==> config.mk <==
export PLATFORM = sky130hd
export DESIGN_NAME = cea_core
export DESIGN_NICKNAME = d
export VERILOG_FILES = /design/src/cea_pkg.sv /design/src/cea_core.sv /design/src/cea_flag_unit.sv
export VERILOG_INCLUDE_DIRS = /design/src
export SDC_FILE = /design/constraint.sdc
export NUM_CORES = 1
export LEC_CHECK = 0
export BUFFER_PORTS_ARGS = -buffer_cell sky130_fd_sc_hd__buf_2
export CORE_MARGIN = 4
export CORE_UTILIZATION = 40
export CTS_CLUSTER_SIZE = 16
export DETAILED_ROUTE_END_ITERATION = 8
export PLACE_DENSITY_LB_ADDON = 0.05
export SYNTH_ARGS = -nofsm -noshare
export SYNTH_HDL_FRONTEND = slang
export SYNTH_SLANG_ARGS = --single-unit
==> constraint.sdc <==
create_clock -name i_clk -period 5.72 [get_ports i_clk]
set_input_delay 0.286 -clock i_clk [delete_from_list [all_inputs] [get_ports i_clk]]
set_output_delay 0.286 -clock i_clk [all_outputs]
set_load 0.01 [all_outputs]
==> src/cea_cfg.svh <==
`ifndef CEA_CFG_SVH
`define CEA_CFG_SVH

// ----------------------------------------------------------------------------
// Widths
// ----------------------------------------------------------------------------
`define CEA_ADDR_W 16
`define CEA_DATA_W 8
`define CEA_FLAG_W 5

// ----------------------------------------------------------------------------
// Condition flag bit positions
// ----------------------------------------------------------------------------
`define CEA_FLAG_H 4
`define CEA_FLAG_I 3
`define CEA_FLAG_N 2
`define CEA_FLAG_Z 1
`define CEA_FLAG_C 0

// ----------------------------------------------------------------------------
// Reset values
// ----------------------------------------------------------------------------
`define CEA_PC_RESET 16'h0000
`define CEA_FLAGS_RESET 5'h08
`define CEA_BYTE_ZERO 8'h00

// ----------------------------------------------------------------------------
// Instruction lengths in bytes, opcode included
// ----------------------------------------------------------------------------
`define CEA_LEN_ONE 16'h0001
`define CEA_LEN_TWO 16'h0002
`define CEA_LEN_THREE 16'h0003

`endif

==> src/cea_pkg.sv <==
`include "cea_cfg.svh"
`default_nettype none

package cea_pkg;

   // -------------------------------------------------------------------------
   // Operand addressing schemes.
   // -------------------------------------------------------------------------
   typedef enum logic [3:0] {
      implied_mode,
      literal_operand_mode,
      direct_mode,
      full_address_mode,
      pointer_mode,
      pointer_byte_offset_mode,
      pointer_word_offset_mode,
      branch_offset_mode,
      bit_modify_mode,
      bit_test_branch_mode
   } cea_mode_t;

   // -------------------------------------------------------------------------
   // Operand access kind and flag arithmetic kind.
   // -------------------------------------------------------------------------
   typedef enum logic [1:0] {
      ACC_NONE,
      ACC_READ,
      ACC_WRITE
   } cea_access_t;

   typedef enum logic [1:0] {
      ALU_ADD,
      ALU_SUB,
      ALU_OTHER
   } cea_alu_kind_t;

   // -------------------------------------------------------------------------
   // Bundles.
   // -------------------------------------------------------------------------
   typedef struct packed {
      logic [7:0] hi;
      logic [7:0] lo;
   } cea_addr_t;

   typedef struct packed {
      cea_addr_t addr;
      logic rd;
      logic wr;
      logic [`CEA_DATA_W-1:0] wdata;
   } cea_mem_req_t;

   typedef struct packed {
      logic restore;
      logic [`CEA_FLAG_W-1:0] stacked;
      logic [`CEA_FLAG_W-1:0] test_mask;
      logic [`CEA_FLAG_W-1:0] set_mask;
      logic [`CEA_FLAG_W-1:0] clr_mask;
      cea_alu_kind_t kind;
      logic [`CEA_DATA_W-1:0] op_a;
      logic [`CEA_DATA_W-1:0] op_b;
      logic carry_in;
      logic [`CEA_DATA_W-1:0] other_result;
      logic other_carry;
   } cea_flag_req_t;

endpackage : cea_pkg
`default_nettype wire

==> src/cea_core.sv <==
`timescale 1ns/100ps
`default_nettype none
`include "cea_cfg.svh"

module cea_core (
   // Clock and reset
   input wire logic i_clk,
   input wire logic i_rst_n,
   // Instruction request
   input wire logic i_start,
   input wire cea_pkg::cea_mode_t i_mode,
   input wire cea_pkg::cea_access_t i_access,
   input wire logic [`CEA_DATA_W-1:0] i_store_data,
   input wire logic [`CEA_DATA_W-1:0] i_index,
   // Program counter load
   input wire logic i_pc_load,
   input wire logic [`CEA_ADDR_W-1:0] i_pc_value,
   // Memory read data, one cycle after a read request
   input wire logic [`CEA_DATA_W-1:0] i_rdata,
   // Flag update
   input wire logic i_flag_valid,
   input wire cea_pkg::cea_flag_req_t i_flag_req,
   // Memory request
   output cea_pkg::cea_mem_req_t o_mem,
   // Instruction status
   output logic o_busy,
   output logic o_done,
   output logic [`CEA_ADDR_W-1:0] o_program_counter,
   output cea_pkg::cea_addr_t o_operand_address,
   output logic [`CEA_DATA_W-1:0] o_operand,
   output logic [`CEA_DATA_W-1:0] o_branch_byte,
   // Flags
   output logic [`CEA_FLAG_W-1:0] o_condition_flags,
   output logic [`CEA_DATA_W-1:0] o_result
);
   import cea_pkg::*;

   // ------------------------------------------------------------------------
   // Declarations.
   // ------------------------------------------------------------------------
   typedef enum logic [2:0] {
      ST_IDLE,
      ST_BYTE1,
      ST_BYTE2,
      ST_ADDR,
      ST_OPER,
      ST_DATA,
      ST_DONE
   } cea_state_t;

   cea_state_t state_reg;
   cea_state_t state_next;
   cea_mode_t mode_reg;
   cea_access_t access_reg;
   logic [`CEA_DATA_W-1:0] wdata_reg;
   logic [`CEA_DATA_W-1:0] byte1_reg;
   logic [`CEA_ADDR_W-1:0] pc_reg;
   cea_addr_t ea_reg;
   cea_addr_t ea_calc;
   cea_mem_req_t mem_reg;
   cea_mem_req_t mem_next;
   logic [`CEA_DATA_W-1:0] operand_reg;
   logic [`CEA_DATA_W-1:0] branch_reg;
   logic busy_reg;
   logic done_reg;
   logic [`CEA_FLAG_W-1:0] flags_reg;
   logic [`CEA_FLAG_W-1:0] flags_next;
   logic [`CEA_DATA_W-1:0] result_reg;
   logic [`CEA_DATA_W-1:0] result_next;
   logic [`CEA_DATA_W-1:0] hi_byte;
   logic [`CEA_DATA_W-1:0] lo_byte;
   logic [8:0] idx_sum9;
   logic [`CEA_ADDR_W-1:0] idx_sum16;

   // ------------------------------------------------------------------------
   // Mode properties.
   // ------------------------------------------------------------------------
   // Count of bytes after the opcode that must be fetched first; for bit_test_branch_mode the second is the branch byte.
   function automatic logic [1:0] fetch_count(input cea_mode_t m);
      unique case (m)
         direct_mode, bit_modify_mode, pointer_byte_offset_mode: fetch_count = 2'h1;
         full_address_mode, pointer_word_offset_mode, bit_test_branch_mode: fetch_count = 2'h2;
         default: fetch_count = 2'h0;
      endcase
   endfunction : fetch_count

   // Whole length in bytes; the longest form is three bytes.
   function automatic logic [`CEA_ADDR_W-1:0] instr_len(input cea_mode_t m);
      unique case (m)
         implied_mode, pointer_mode: instr_len = `CEA_LEN_ONE;
         full_address_mode, pointer_word_offset_mode,
         bit_test_branch_mode: instr_len = `CEA_LEN_THREE;
         default: instr_len = `CEA_LEN_TWO;
      endcase
   endfunction : instr_len

   // ------------------------------------------------------------------------
   // Operand address formation.
   // ------------------------------------------------------------------------
   // The last fetched byte is taken straight from the read data, so the
   // address is ready one cycle earlier than if it were stored first.
   always_comb begin
      hi_byte = (fetch_count(mode_reg) == 2'h2) ? byte1_reg : `CEA_BYTE_ZERO;
      lo_byte = i_rdata;
      idx_sum9 = {1'b0, i_index} + {1'b0, lo_byte};
      idx_sum16 = {hi_byte, lo_byte} + {`CEA_BYTE_ZERO, i_index};
      unique case (mode_reg)
         implied_mode: ea_calc = pc_reg;
         literal_operand_mode, branch_offset_mode: ea_calc = pc_reg + `CEA_LEN_ONE;
         direct_mode, bit_modify_mode: ea_calc = {`CEA_BYTE_ZERO, lo_byte};
         full_address_mode: ea_calc = {byte1_reg, lo_byte};
         pointer_mode: ea_calc = {`CEA_BYTE_ZERO, i_index};
         pointer_byte_offset_mode: ea_calc = {7'h00, idx_sum9};
         pointer_word_offset_mode: ea_calc = idx_sum16;
         bit_test_branch_mode: ea_calc = {`CEA_BYTE_ZERO, byte1_reg};
         default: ea_calc = pc_reg;
      endcase
   end

   // ------------------------------------------------------------------------
   // Sequencer.
   // ------------------------------------------------------------------------
   always_comb begin
      state_next = state_reg;
      unique case (state_reg)
         ST_IDLE: begin
            if (i_start) begin
               state_next = (fetch_count(i_mode) == 2'h0) ? ST_ADDR : ST_BYTE1;
            end
         end
         ST_BYTE1: state_next = (fetch_count(mode_reg) == 2'h2) ? ST_BYTE2 : ST_ADDR;
         ST_BYTE2: state_next = ST_ADDR;
         ST_ADDR: state_next = (access_reg == ACC_NONE) ? ST_DONE : ST_OPER;
         ST_OPER: state_next = (access_reg == ACC_READ) ? ST_DATA : ST_DONE;
         ST_DATA: state_next = ST_DONE;
         ST_DONE: state_next = ST_IDLE;
      endcase
   end

   always_ff @(posedge i_clk) begin
      if (!i_rst_n) begin
         state_reg <= ST_IDLE;
         busy_reg <= 1'b0;
         done_reg <= 1'b0;
      end else begin
         state_reg <= state_next;
         busy_reg <= (state_next != ST_IDLE);
         done_reg <= (state_next == ST_DONE);
      end
   end

   // ------------------------------------------------------------------------
   // Request capture.
   // ------------------------------------------------------------------------
   // Implied mode carries no operand, so any access asked for is dropped.
   always_ff @(posedge i_clk) begin
      if (!i_rst_n) begin
         mode_reg <= implied_mode;
         access_reg <= ACC_NONE;
         wdata_reg <= `CEA_BYTE_ZERO;
      end else if (state_reg == ST_IDLE && i_start) begin
         mode_reg <= i_mode;
         access_reg <= (i_mode == implied_mode) ? ACC_NONE : i_access;
         wdata_reg <= i_store_data;
      end
   end

   // ------------------------------------------------------------------------
   // Memory request, registered so the bus sees clean levels.
   // ------------------------------------------------------------------------
   always_comb begin
      mem_next = '0;
      unique case (state_next)
         ST_BYTE1: begin
            mem_next.addr = pc_reg + `CEA_LEN_ONE;
            mem_next.rd = 1'b1;
         end
         ST_BYTE2: begin
            mem_next.addr = pc_reg + `CEA_LEN_TWO;
            mem_next.rd = 1'b1;
         end
         ST_OPER: begin
            mem_next.addr = ea_calc;
            mem_next.rd = (access_reg == ACC_READ);
            mem_next.wr = (access_reg == ACC_WRITE);
            mem_next.wdata = wdata_reg;
         end
         default: mem_next = '0;
      endcase
   end

   always_ff @(posedge i_clk) begin
      if (!i_rst_n) begin
         mem_reg <= '0;
      end else begin
         mem_reg <= mem_next;
      end
   end

   // ------------------------------------------------------------------------
   // Fetched bytes, operand address and operand.
   // ------------------------------------------------------------------------
   always_ff @(posedge i_clk) begin
      if (!i_rst_n) begin
         byte1_reg <= `CEA_BYTE_ZERO;
         ea_reg <= '0;
         operand_reg <= `CEA_BYTE_ZERO;
         branch_reg <= `CEA_BYTE_ZERO;
      end else begin
         if (state_reg == ST_BYTE2) begin
            byte1_reg <= i_rdata;
         end
         if (state_reg == ST_ADDR) begin
            ea_reg <= ea_calc;
            if (mode_reg == bit_test_branch_mode) begin
               branch_reg <= i_rdata;
            end
         end
         if (state_reg == ST_DATA) begin
            operand_reg <= i_rdata;
         end
      end
   end

   // ------------------------------------------------------------------------
   // Program counter.
   // ------------------------------------------------------------------------
   // A load is only taken while idle, so a jump can never tear an
   // instruction that is still fetching its bytes.
   always_ff @(posedge i_clk) begin
      if (!i_rst_n) begin
         pc_reg <= `CEA_PC_RESET;
      end else if (state_reg == ST_DONE) begin
         pc_reg <= pc_reg + instr_len(mode_reg);
      end else if (state_reg == ST_IDLE && i_pc_load && !i_start) begin
         pc_reg <= i_pc_value;
      end
   end

   // ------------------------------------------------------------------------
   // Condition flags.
   // ------------------------------------------------------------------------
   cea_flag_unit u_flags (
      .i_req(i_flag_req),
      .i_flags(flags_reg),
      .o_flags_next(flags_next),
      .o_result(result_next)
   );

   always_ff @(posedge i_clk) begin
      if (!i_rst_n) begin
         flags_reg <= `CEA_FLAGS_RESET;
         result_reg <= `CEA_BYTE_ZERO;
      end else if (i_flag_valid) begin
         flags_reg <= flags_next;
         result_reg <= result_next;
      end
   end

   // ------------------------------------------------------------------------
   // Outputs.
   // ------------------------------------------------------------------------
   assign o_mem = mem_reg;
   assign o_busy = busy_reg;
   assign o_done = done_reg;
   assign o_program_counter = pc_reg;
   assign o_operand_address = ea_reg;
   assign o_operand = operand_reg;
   assign o_branch_byte = branch_reg;
   assign o_condition_flags = flags_reg;
   assign o_result = result_reg;

endmodule : cea_core
`default_nettype wire

==> src/cea_flag_unit.sv <==
`timescale 1ns/100ps
`default_nettype none
`include "cea_cfg.svh"

module cea_flag_unit (
   // Request and current flags
   input wire cea_pkg::cea_flag_req_t i_req,
   input wire logic [`CEA_FLAG_W-1:0] i_flags,
   // Next flags and result
   output logic [`CEA_FLAG_W-1:0] o_flags_next,
   output logic [`CEA_DATA_W-1:0] o_result
);
   import cea_pkg::*;

   logic [8:0] sum9;
   logic [8:0] diff9;
   logic [4:0] half5;
   logic carry;
   logic [`CEA_FLAG_W-1:0] computed;

   // ------------------------------------------------------------------------
   // Arithmetic, carry and half carry.
   // ------------------------------------------------------------------------
   // The ninth bit of the difference is the borrow, so one flag serves both.
   always_comb begin
      sum9 = {1'b0, i_req.op_a} + {1'b0, i_req.op_b} + {8'h00, i_req.carry_in};
      diff9 = {1'b0, i_req.op_a} - {1'b0, i_req.op_b} - {8'h00, i_req.carry_in};
      half5 = {1'b0, i_req.op_a[3:0]} + {1'b0, i_req.op_b[3:0]} + {4'h0, i_req.carry_in};
      unique case (i_req.kind)
         ALU_ADD: begin
            o_result = sum9[7:0];
            carry = sum9[8];
         end
         ALU_SUB: begin
            o_result = diff9[7:0];
            carry = diff9[8];
         end
         default: begin
            o_result = i_req.other_result;
            carry = i_req.other_carry;
         end
      endcase
   end

   // ------------------------------------------------------------------------
   // Tested values of each flag.
   // ------------------------------------------------------------------------
   always_comb begin
      computed = i_flags;
      computed[`CEA_FLAG_H] = half5[4];
      computed[`CEA_FLAG_N] = o_result[7];
      computed[`CEA_FLAG_Z] = (o_result == `CEA_BYTE_ZERO);
      computed[`CEA_FLAG_C] = carry;
   end

   // ------------------------------------------------------------------------
   // Per-bit selection: stacked, tested, forced or kept.
   // ------------------------------------------------------------------------
   genvar k;
   generate
      for (k = 0; k < `CEA_FLAG_W; k = k + 1) begin : g_flag
         always_comb begin
            if (i_req.restore) begin
               o_flags_next[k] = i_req.stacked[k];
            end else if (i_req.test_mask[k]) begin
               o_flags_next[k] = computed[k];
            end else if (i_req.set_mask[k]) begin
               o_flags_next[k] = 1'b1;
            end else if (i_req.clr_mask[k]) begin
               o_flags_next[k] = 1'b0;
            end else begin
               o_flags_next[k] = i_flags[k];
            end
         end
      end
   endgenerate

endmodule : cea_flag_unit
`default_nettype wire

==> key figures, run 1 <==
Run status
  – Status: finished, final reports clean

Cells and area
  – Max reg flops: 26
  – Post-layout util: 0.489
  – Ant diodes: 0
  – Nets: 1339
  – Share of cells above drive strength 1: 0.210
  – Finished Cell Area: 0.00951 mm2
  – Post-route insts no fill: 1478
  – Layout area overhead: 20.3%
  – Fillers: 2050

Place
  – Placed insts: 1446
  – Post-DP Area: 0.00895 mm2
  – PortBufs: 188
  – Pre-CTS setup slack: 2.39 ns
  – Detail Placement HPWL: 20700 um
  – GPL Wtd Cong: 0.935

Worst setup path
  – Reg2reg setup slack: 2.27 ns
  – Critical Path End Type: register
  – Critical Path End: o_mem[15]
  – RR Startpoint: mode_reg[3]
  – Setup crit start kind: register
  – Critical setup path kind: reg -> reg
  – Worst Path Arrival: 3.78 ns
  – Reg2Reg Depth: 7
  – FF-to-FF End: o_mem[15]
  – Worst Setup SP: mode_reg[3]
  – Critical Path RT: 6.05 ns
  – Largest fanout on the critical path: 31

STA
  – Max frequency: 0.290 GHz
  – Relative slew slack: 0.274
  – Final period utilization: 0.603
  – Min Hold Slack: 0.0771 ns
  – Slew @ Worst Pin: 1.08 ns
  – Final min period: 3.45 ns
  – Final setup viols: 0
  – Max Slew Vio Count: 0
  – Final hold violations: 0
  – Unrepaired setup endpoints after global routing: no
  – Worst setup margin: 2.27 ns
  – Setup TNS: 0 ns
  – Final setup skew: 0.00904 ns

Clocking
  – CTS clk-pin slew, worst paths: 0.06 ns
  – Total setup buffers inserted after CTS: 0
  – Total CTS buffers: 17
  – Clock root buffer: clkbuf_16
  – Worst-Skew Late Latency: 0.42 ns
  – Number of H-tree levels: 4
  – Hold Buf Count CTS: 0
  – TritonCTS clock tree: yes
  – TritonCTS Sinks: 114
  – Post-CTS sizing: 0
  – Clock Path Buffers: 2

Yosys
  – Mapped cell area: 0.00791 mm2
  – Synth Flop Type: dfxtp_1
  – Syn nets: 1193
  – Post-Syn Area per Cell: 7.50 um2
  – Yosys Warn Count: 0
  – Number of synthesized flops with an enable pin: 0
  – Mapped Cells: 1054
  – Share of synthesized registers carrying an async set or reset: 0
  – Yosys cell types: 87
  – Seq/Total Area, Yosys: 0.289
  – Synthesized flop and latch total: 114

Pwr
  – Post-layout power: 2.79 mW
  – Flop pwr share: 0.344
  – Internal power: 1.73 mW
  – Clock network fraction of design power: 0.362
  – Comb pwr share: 0.294
  – P per Cell Area: 293 mW/mm2
  – Psw: 1.06 mW
  – Worst vdd ir: 193 uV
  – Sw Ratio: 0.379
  – Lkg Pwr: 4.03 nW

Detailed routing
  – Post-route DRC: 0
  – Routed Antenna Nets: 0
  – Iteration count of the initial detailed-routing pass: 6
  – DR WL/cell: 18.6 um
  – Via count: 8474
  – Via density: 5.73
  – 1st-iter DRT viols: 856
  – Routed WL: 27500 um

Worst hold path
  – Hold crit path type: in -> reg
  – Hold_sp: i_flag_req[40]

Run
  – Max-cap violations: 0

Die
  – Die Height: 149 um
  – Die area: 0.0221 mm2
  – Initial Utilization: 0.406
  – Die width: 149 um
  – Core area: 0.0195 mm2
  – Ports: 189
  – Row count: 51

Global route
  – First-pass GRT wire length: 43500 um
  – Vias in the first global route: 7982
  – Pin count of the biggest net entering global routing: 54
  – Remaining Overflow, GRT: 0
  – Antenna violations before repair: 1
  – All-Layer GR Usage: 0.246
[per-layer routing]
metal	vias up	wire, um	part of all wire	GRT usage
li1	4133	-	-	-
met1	3925	11900	0.43	0.323
met2	350	12900	0.47	0.402
met3	64	1790	0.065	0.0512
met4	2	899	0.033	0.0873
met5	-	7	0.00025	0
[power groups by stage]
stage / Combinational [mW] / Clock, mW / Sequential [mW]
6_report: 0.821 / 1.01 / 0.958
5_1_grt: 0.907 / 1.08 / 0.968
4_1_cts: 0.813 / 1.03 / 0.955
3_5_place_dp: 0.810 / 0 / 0.972
3_3_place_gp: 0.813 / 0 / 0.972
2_1_floorplan: 0.584 / 0 / 0.929
[cell families (layout without fill, tap and decap cells)]
family / after synthesis / after routing / synth area share
compound gates: 332 / 332 / 0.287
xor+xnor: 21 / 21 / 0.0233
fa+ha+maj: 39 / 39 / 0.0674
buf+inv: 109 / 268 / 0.0551
flops: 114 / 114 / 0.289
mux: 19 / 19 / 0.0242
simple gates: 420 / 420 / 0.255
[area by class of cell]
type / instances / area [um2] / share of cell area
flip-flops and latches: 114 / 2280 / 0.240
well taps: 265 / 332 / 0.0349
inverters: 41 / 154 / 0.0162
clock buffers: 18 / 439 / 0.0462
clock inverters: 14 / 120 / 0.0126
repair buffers: 195 / 993 / 0.104
multi-input cells: 831 / 5190 / 0.546
[critical path, cell delays in order (launching register included)]
cell and delay (ns):
dfxtp_1 0.97, nand4bb_1 0.34, o21ai_1 0.19, o211ai_1 0.90
nor2_1 0.07, a21o_1 0.38, or2_1 0.31, o22ai_1 0.18
[synthesized netlist by cell type (15+ instances only)]
library cell    n  area share
nand2_1       139       0.066
dfxtp_1       114        0.29
nor2_1         98       0.047
a21oi_1        89       0.056
clkbuf_1       53       0.025
o21ai_0        52       0.033
nand3_1        40       0.025
inv_1          38       0.018
ha_1           33       0.052
nor3_1         32       0.020
a211oi_1       22       0.021
a31oi_1        18       0.014
mux2i_1        18       0.023
nor2b_1        16       0.013
and2_1         15       0.012
o21ai_1        15      0.0095
[cells in the final DEF, fill, tap and decap left out, types with 17 or more instances in the layout]
cell type	n
nor2_1	98
nor3_1	32
o21ai_0	52
mux2i_1	18
dfxtp_1	114
ha_1	33
clkbuf_16	17
a21oi_1	89
nand3_1	40
inv_1	38
a211oi_1	22
nand2_1	139
buf_2	188
a31oi_1	18
[worst min path at each step]
stage,slack (ns),endpoint,depth (start not counted)
floorplan,0.40,o_condition_flags[2],1
global placement,0.43,o_mem[4],1
detailed placement,0.44,o_mem[5],1
CTS,0.06,o_condition_flags[2],2
global route,0.07,o_condition_flags[2],2
finish,0.08,o_condition_flags[2],2
No activity file was read; power rests on OpenSTA's default activity.
==> run 2: changes to the inputs <==
clock period = 2.8 ns   (was 5.72 ns; I/O delays follow)
==> key figures, run 2 (synthesis results as in run 1) <==
Run status
  – Status: finished, final reports clean (unchanged)

Detailed routing
  – Routed Antenna Nets: 0 (unchanged)
  – DR WL/cell: 17.8 um (was 18.6 um)
  – Via density: 5.57 (was 5.73)
  – Iteration count of the initial detailed-routing pass: 8 (was 6)
  – Post-route DRC: 0 (unchanged)
  – 1st-iter DRT viols: 516 (was 856)
  – Via count: 8694 (was 8474)
  – Routed WL: 27800 um (was 27500 um)

Die
  – Die Height: 149 um (unchanged)
  – Die width: 149 um (unchanged)
  – Die area: 0.0221 mm2 (unchanged)
  – Initial Utilization: 0.406 (unchanged)
  – Row count: 51 (unchanged)
  – Core area: 0.0195 mm2 (unchanged)
  – Ports: 189 (unchanged)

Clocking
  – Clock Path Buffers: 2 (unchanged)
  – TritonCTS clock tree: yes (unchanged)
  – Clock root buffer: clkbuf_16 (unchanged)
  – Total CTS buffers: 17 (unchanged)
  – TritonCTS Sinks: 114 (unchanged)
  – Number of H-tree levels: 4 (unchanged)
  – CTS clk-pin slew, worst paths: 0.06 ns (about the same)
  – Total setup buffers inserted after CTS: 0 (unchanged)
  – Worst-Skew Late Latency: 0.43 ns (was 0.42 ns)

Cells and area
  – Fillers: 1995 (was 2050)
  – Ant diodes: 0 (unchanged)
  – Area of the multi-input gates: 0.00519 mm2 (about the same)
  – Share of cells above drive strength 1: 0.245 (was 0.210)
  – Sequential cell area: 0.00228 mm2 (unchanged)
  – Nets: 1422 (was 1339)
  – Layout area overhead: 29.1% (was 20.3%)
  – Max reg flops: 26 (unchanged)
  – Commonest non-fill, non-tap cell in the layout: buf_2 (unchanged)
  – Commonest cells after routing, fill and taps aside: buf_2 (188), nand2_1 (139), dfxtp_1 (114) (unchanged)
  – Finished Cell Area: 0.0102 mm2 (was 0.00951 mm2)

STA
  – Final setup skew: 0.00978 ns (was 0.00904 ns)
  – Setup TNS: 0 ns (unchanged)
  – Final setup viols: 0 (unchanged)
  – Min Hold Slack: 0.0159 ns (was 0.0771 ns)
  – Max frequency: 0.379 GHz
  – Worst setup margin: 0.164 ns (was 2.27 ns)
  – Relative slew slack: 0.495 (was 0.274)
  – Final period utilization: 0.942
  – Unrepaired setup endpoints after global routing: no (unchanged)
  – Final min period: 2.64 ns
  – Final hold violations: 0 (unchanged)
  – Slew @ Worst Pin: 0.758 ns (was 1.08 ns)
  – Max Slew Vio Count: 0 (unchanged)

Worst setup path
  – Critical Path RT: 3.07 ns (was 6.05 ns)
  – Largest fanout on the critical path: 4 (was 31)
  – Critical Path End: o_operand_address[15] (was o_mem[15])
  – Critical setup path kind: in -> reg (was reg -> reg)
  – Setup crit start kind: input port (was register)
  – RR Startpoint: mode_reg[0] (was mode_reg[3])
  – Critical Path End Type: register (unchanged)
  – Worst Setup SP: i_rdata[1] (was mode_reg[3])
  – Reg2reg setup slack: 0.22 ns (was 2.27 ns)
  – Worst Path Arrival: 2.90 ns (was 3.78 ns)
  – FF-to-FF End: o_program_counter[13] (was o_mem[15])
  – Reg2Reg Depth: 9 (was 7)

Global route
  – First-pass GRT wire length: 44200 um (was 43500 um)
  – Vias in the first global route: 8383 (was 7982)
  – All-Layer GR Usage: 0.250 (was 0.246)
  – Remaining Overflow, GRT: 0 (unchanged)
  – Pin count of the biggest net entering global routing: 43 (was 54)
  – Antenna violations before repair: 0 (was 1)

Place
  – PortBufs: 188 (unchanged)
  – Detail Placement HPWL: 21500 um (was 20700 um)
  – Pre-CTS setup slack: -0.333 ns (was 2.39 ns)
  – GPL Wtd Cong: 0.919 (was 0.935)
  – Post-DP Area: 0.00943 mm2 (was 0.00895 mm2)

Pwr
  – Post-layout power: 5.83 mW (was 2.79 mW)
  – Lkg Pwr: 4.44 nW (was 4.03 nW)
  – Worst vdd ir: 379 uV (was 193 uV)
  – P per Cell Area: 572 mW/mm2 (was 293 mW/mm2)

Worst hold path
  – Hold crit path type: in -> reg (unchanged)

Run
  – Max-cap violations: 0 (unchanged)
[run 2: changes by cell type in the layout (fill, tap and decap cells not counted)]
cell	previous run	this run
a211oi_2	0	1
buf_12	0	2
clkinvlp_4	4	3
buf_4	7	66
dlygate4sd3_1	0	22
clkinv_2	0	1
inv_6	6	8
inv_8	1	0
a211oi_1	22	21
clkbuf_8	1	0
[run 2: stage by stage]
step / std cells / util
after floorplan: 1054 / -
after global placement: 1507 / 0.485
after detailed placement: 1507 / 0.485
after CTS: 1561 / 0.524
after global routing: 1561 / 0.525
final: 1561 / 0.525
[run 2: power breakdown]
part	internal, mW	switching (mW)
combinational	0.756	1.16
sequential	1.75	0.125
clock	1.15	0.892
total	3.66	2.18
[run 2: worst min path at each step]
| stage | from | end | slack (ns) | depth (start not counted) |
|---|---|---|---|---|
| after floorplan | i_flag_req[40] | o_condition_flags[2] | 0.26 | 1 |
| after global placement | i_flag_req[40] | o_condition_flags[2] | 0.37 | 2 |
| after detailed placement | i_flag_req[40] | o_condition_flags[2] | 0.37 | 2 |
| after CTS | i_pc_value[2] | o_program_counter[2] | 0.001 | 3 |
| after global routing | i_rdata[2] | o_operand[2] | 0.02 | 3 |
| final | i_pc_value[1] | o_program_counter[1] | 0.02 | 3 |
[run 2: critical path, cell delays in order]
cell,delay (ns)
dlygate4sd3_1,0.53
buf_2,0.15
ha_1,0.29
a211o_1,0.34
a21o_1,0.19
a21oi_2,0.23
nor4b_1,0.09
buf_4,0.14
xor2_1,0.13
a221oi_1,0.52
a211oi_1,0.14
[run 2: final cells by class]
class,instances,share of cell area
timing repair buffer,278,0.166
sequential,114,0.224
clock buffer,17,0.0417
tap,265,0.0325
multi-input combinational,831,0.509
inverter,41,0.0151
clock inverter,15,0.0121
[run 2: repair_timing]
item                                    in CTS  in global routing
hold endpoints to repair                    22                  0
hold buffers                                22                  0
resized for setup                            0                  1
endpoints found under the setup margin       0                  1
[run 2: routing by layer]
layer | up-vias | routed length, um | global-route usage
met5 | - | 0 | 0
met4 | 0 | 759 | 0.0836
met3 | 45 | 1810 | 0.0597
met2 | 298 | 13300 | 0.426
met1 | 4051 | 11900 | 0.310
li1 | 4300 | - | -
==> run 3: changes to the inputs <==
CORE_UTILIZATION = 50   (was 40)
==> key figures, run 3 (synthesis results as in run 1) <==
Run status
  – Status: finished, final reports clean (unchanged)

Global route
  – Pin count of the biggest net entering global routing: 66 (was 43)
  – Antenna violations before repair: 0 (unchanged)
  – First-pass GRT wire length: 41000 um (was 44200 um)
  – Vias in the first global route: 7968 (was 8383)
  – Remaining Overflow, GRT: 0 (unchanged)
  – All-Layer GR Usage: 0.282 (was 0.250)

Cells and area
  – Commonest cells after routing, fill and taps aside: buf_2 (188), nand2_1 (139), dfxtp_1 (114) (unchanged)
  – Finished Cell Area: 0.0101 mm2 (was 0.0102 mm2)
  – Layout area overhead: 27.3% (was 29.1%)
  – Share of cells above drive strength 1: 0.241 (was 0.245)
  – Max reg flops: 26 (unchanged)
  – Ant diodes: 0 (unchanged)
  – Sequential cell area: 0.00228 mm2 (unchanged)
  – Commonest non-fill, non-tap cell in the layout: buf_2 (unchanged)
  – Area of the multi-input gates: 0.00519 mm2 (about the same)
  – Nets: 1413 (was 1422)
  – Fillers: 1446 (was 1995)
  – Post-route insts no fill: 1497 (was 1561)

Worst hold path
  – Hold crit path type: in -> reg (unchanged)
  – Hold_sp: i_rdata[1] (was i_pc_value[1])
  – Hold Crit Depth: 3 (unchanged)

Worst setup path
  – Largest fanout on the critical path: 3 (was 4)
  – Critical setup path kind: in -> reg (unchanged)
  – Worst Path Arrival: 2.92 ns (was 2.90 ns)
  – Reg2Reg Depth: 8 (was 9)
  – Critical Path RT: 3.12 ns (was 3.07 ns)
  – Setup crit start kind: input port (unchanged)
  – Worst Setup SP: i_flag_req[9] (was i_rdata[1])
  – RR Startpoint: mode_reg[1] (was mode_reg[0])
  – Critical Path End Type: register (unchanged)

STA
  – Relative slew slack: 0.238 (was 0.495)
  – Max frequency: 0.384 GHz (was 0.379 GHz)
  – Unrepaired setup endpoints after global routing: no (unchanged)
  – Max Slew Vio Count: 0 (unchanged)
  – Final min period: 2.61 ns (was 2.64 ns)
  – Setup TNS: 0 ns (unchanged)
  – Final setup viols: 0 (unchanged)
  – Min Hold Slack: 0.0153 ns (was 0.0159 ns)
  – Final hold violations: 0 (unchanged)
  – Final setup skew: 0.0137 ns (was 0.00978 ns)
  – Slew @ Worst Pin: 1.14 ns (was 0.758 ns)
  – Final period utilization: 0.931 (was 0.942)

Place
  – Post-DP Area: 0.00932 mm2 (was 0.00943 mm2)
  – Placed insts: 1450 (was 1507)
  – PortBufs: 188 (unchanged)
  – Detail Placement HPWL: 19700 um (was 21500 um)
  – GPL Wtd Cong: 0.934 (was 0.919)

Pwr
  – P per Cell Area: 591 mW/mm2 (was 572 mW/mm2)
  – Psw: 2.04 mW (was 2.18 mW)
  – Lkg Pwr: 4.40 nW (was 4.44 nW)
  – Flop pwr share: 0.312 (was 0.321)
  – Internal power: 3.91 mW (was 3.66 mW)
  – Post-layout power: 5.95 mW (was 5.83 mW)
  – Clock network fraction of design power: 0.366 (was 0.350)
  – Comb pwr share: 0.322 (was 0.329)
  – Sw Ratio: 0.343 (was 0.374)
  – Worst vdd ir: 480 uV (was 379 uV)

Detailed routing
  – Post-route DRC: 0 (unchanged)
  – DR WL/cell: 17.4 um (was 17.8 um)
  – 1st-iter DRT viols: 768 (was 516)
  – Routed Antenna Nets: 0 (unchanged)
  – Via count: 8733 (was 8694)
  – Routed WL: 26000 um (was 27800 um)
  – Via density: 5.83 (was 5.57)
  – Iteration count of the initial detailed-routing pass: 5 (was 8)

Die
  – Initial Utilization: 0.514 (was 0.406)
  – Row count: 45 (was 51)
  – Die width: 134 um (was 149 um)
  – Die Height: 134 um (was 149 um)
  – Ports: 189 (unchanged)
  – Core area: 0.0154 mm2 (was 0.0195 mm2)
  – Die area: 0.0179 mm2 (was 0.0221 mm2)

Clocking
  – Post-CTS sizing: 0 (unchanged)
  – TritonCTS clock tree: yes (unchanged)
  – TritonCTS Sinks: 114 (unchanged)
  – Clock Path Buffers: 2 (unchanged)
  – Worst-Skew Late Latency: 0.42 ns (was 0.43 ns)
  – CTS clk-pin slew, worst paths: 0.05 ns (was 0.06 ns)
  – Clock root buffer: clkbuf_16 (unchanged)
  – Number of H-tree levels: 4 (unchanged)
  – Total CTS buffers: 17 (unchanged)

Run
  – Max-cap violations: 0 (unchanged)
## run 3: changes by cell type in the layout (fill, tap and decap cells not counted), sizes merged
cell and delta:
inv -8, dlygate4sd3 -6, buf -3, bufinv +3
clkbuf +3, clkinv +1
## run 3: area by class of cell
class	instances	share of cell area
flip-flops and latches	114	0.227
multi-input cells	831	0.516
inverters	41	0.0153
clock buffers	20	0.0444
clock inverters	11	0.0137
well taps	211	0.0262
repair buffers	269	0.158
## run 3: path summary, 6_finish.rpt
check | to | slack (ns)
worst max-delay path | o_condition_flags[0] | 0.19
worst min register to register | wdata_reg[6] | 0.45
worst max register to register | o_operand_address[3] | 0.28
worst min-delay path | byte1_reg[1] | 0.02
## run 3: power groups by stage
stage	sequential, mW	combinational, mW	clock (mW)
after floorplan	1.90	1.19	0
after global placement	1.89	1.85	0
after detailed placement	1.89	1.86	0
after CTS	1.86	1.88	2.20
after global routing	1.87	2.09	2.28
final	1.86	1.91	2.18
## run 3: through the flow
| step | worst slack (ns) | utilization |
|---|---|---|
| 5_1_grt | 0.00357 | 0.655 |
| 6_report | 0.194 | 0.655 |
| 3_5_place_dp | -0.243 | 0.606 |
| 3_3_place_gp | -0.143 | 0.606 |
| 2_1_floorplan | 0.159 | - |
| 4_1_cts | 0.199 | 0.655 |
## run 3: critical path, stage by stage
cell and delay [ns]:
buf_2 0.12, fa_1 0.51, inv_1 0.08, ha_1 0.15, nor2_1 0.06, fa_1 0.38, a21bo_2 0.24, a211oi_1 0.38
a31oi_1 0.17, xnor2_1 0.14, a211oi_1 0.23, a21oi_1 0.06, a311oi_1 0.26
## run 3: routing by layer
| layer | track usage | vias up | part of all wire |
|---|---|---|---|
| met2 | 0.456 | 356 | 0.46 |
| met1 | 0.373 | 4041 | 0.43 |
| met4 | 0.0943 | 0 | 0.026 |
| met3 | 0.0612 | 55 | 0.078 |
| met5 | 0 | - | 0 |
| li1 | - | 4281 | - |
## run 3: repair_timing
| action | 4_1_cts | 5_1_grt |
|---|---|---|
| buffers inserted | 0 | 0 |
| hold buffers | 16 | 0 |
| hold endpoints to repair | 16 | 0 |
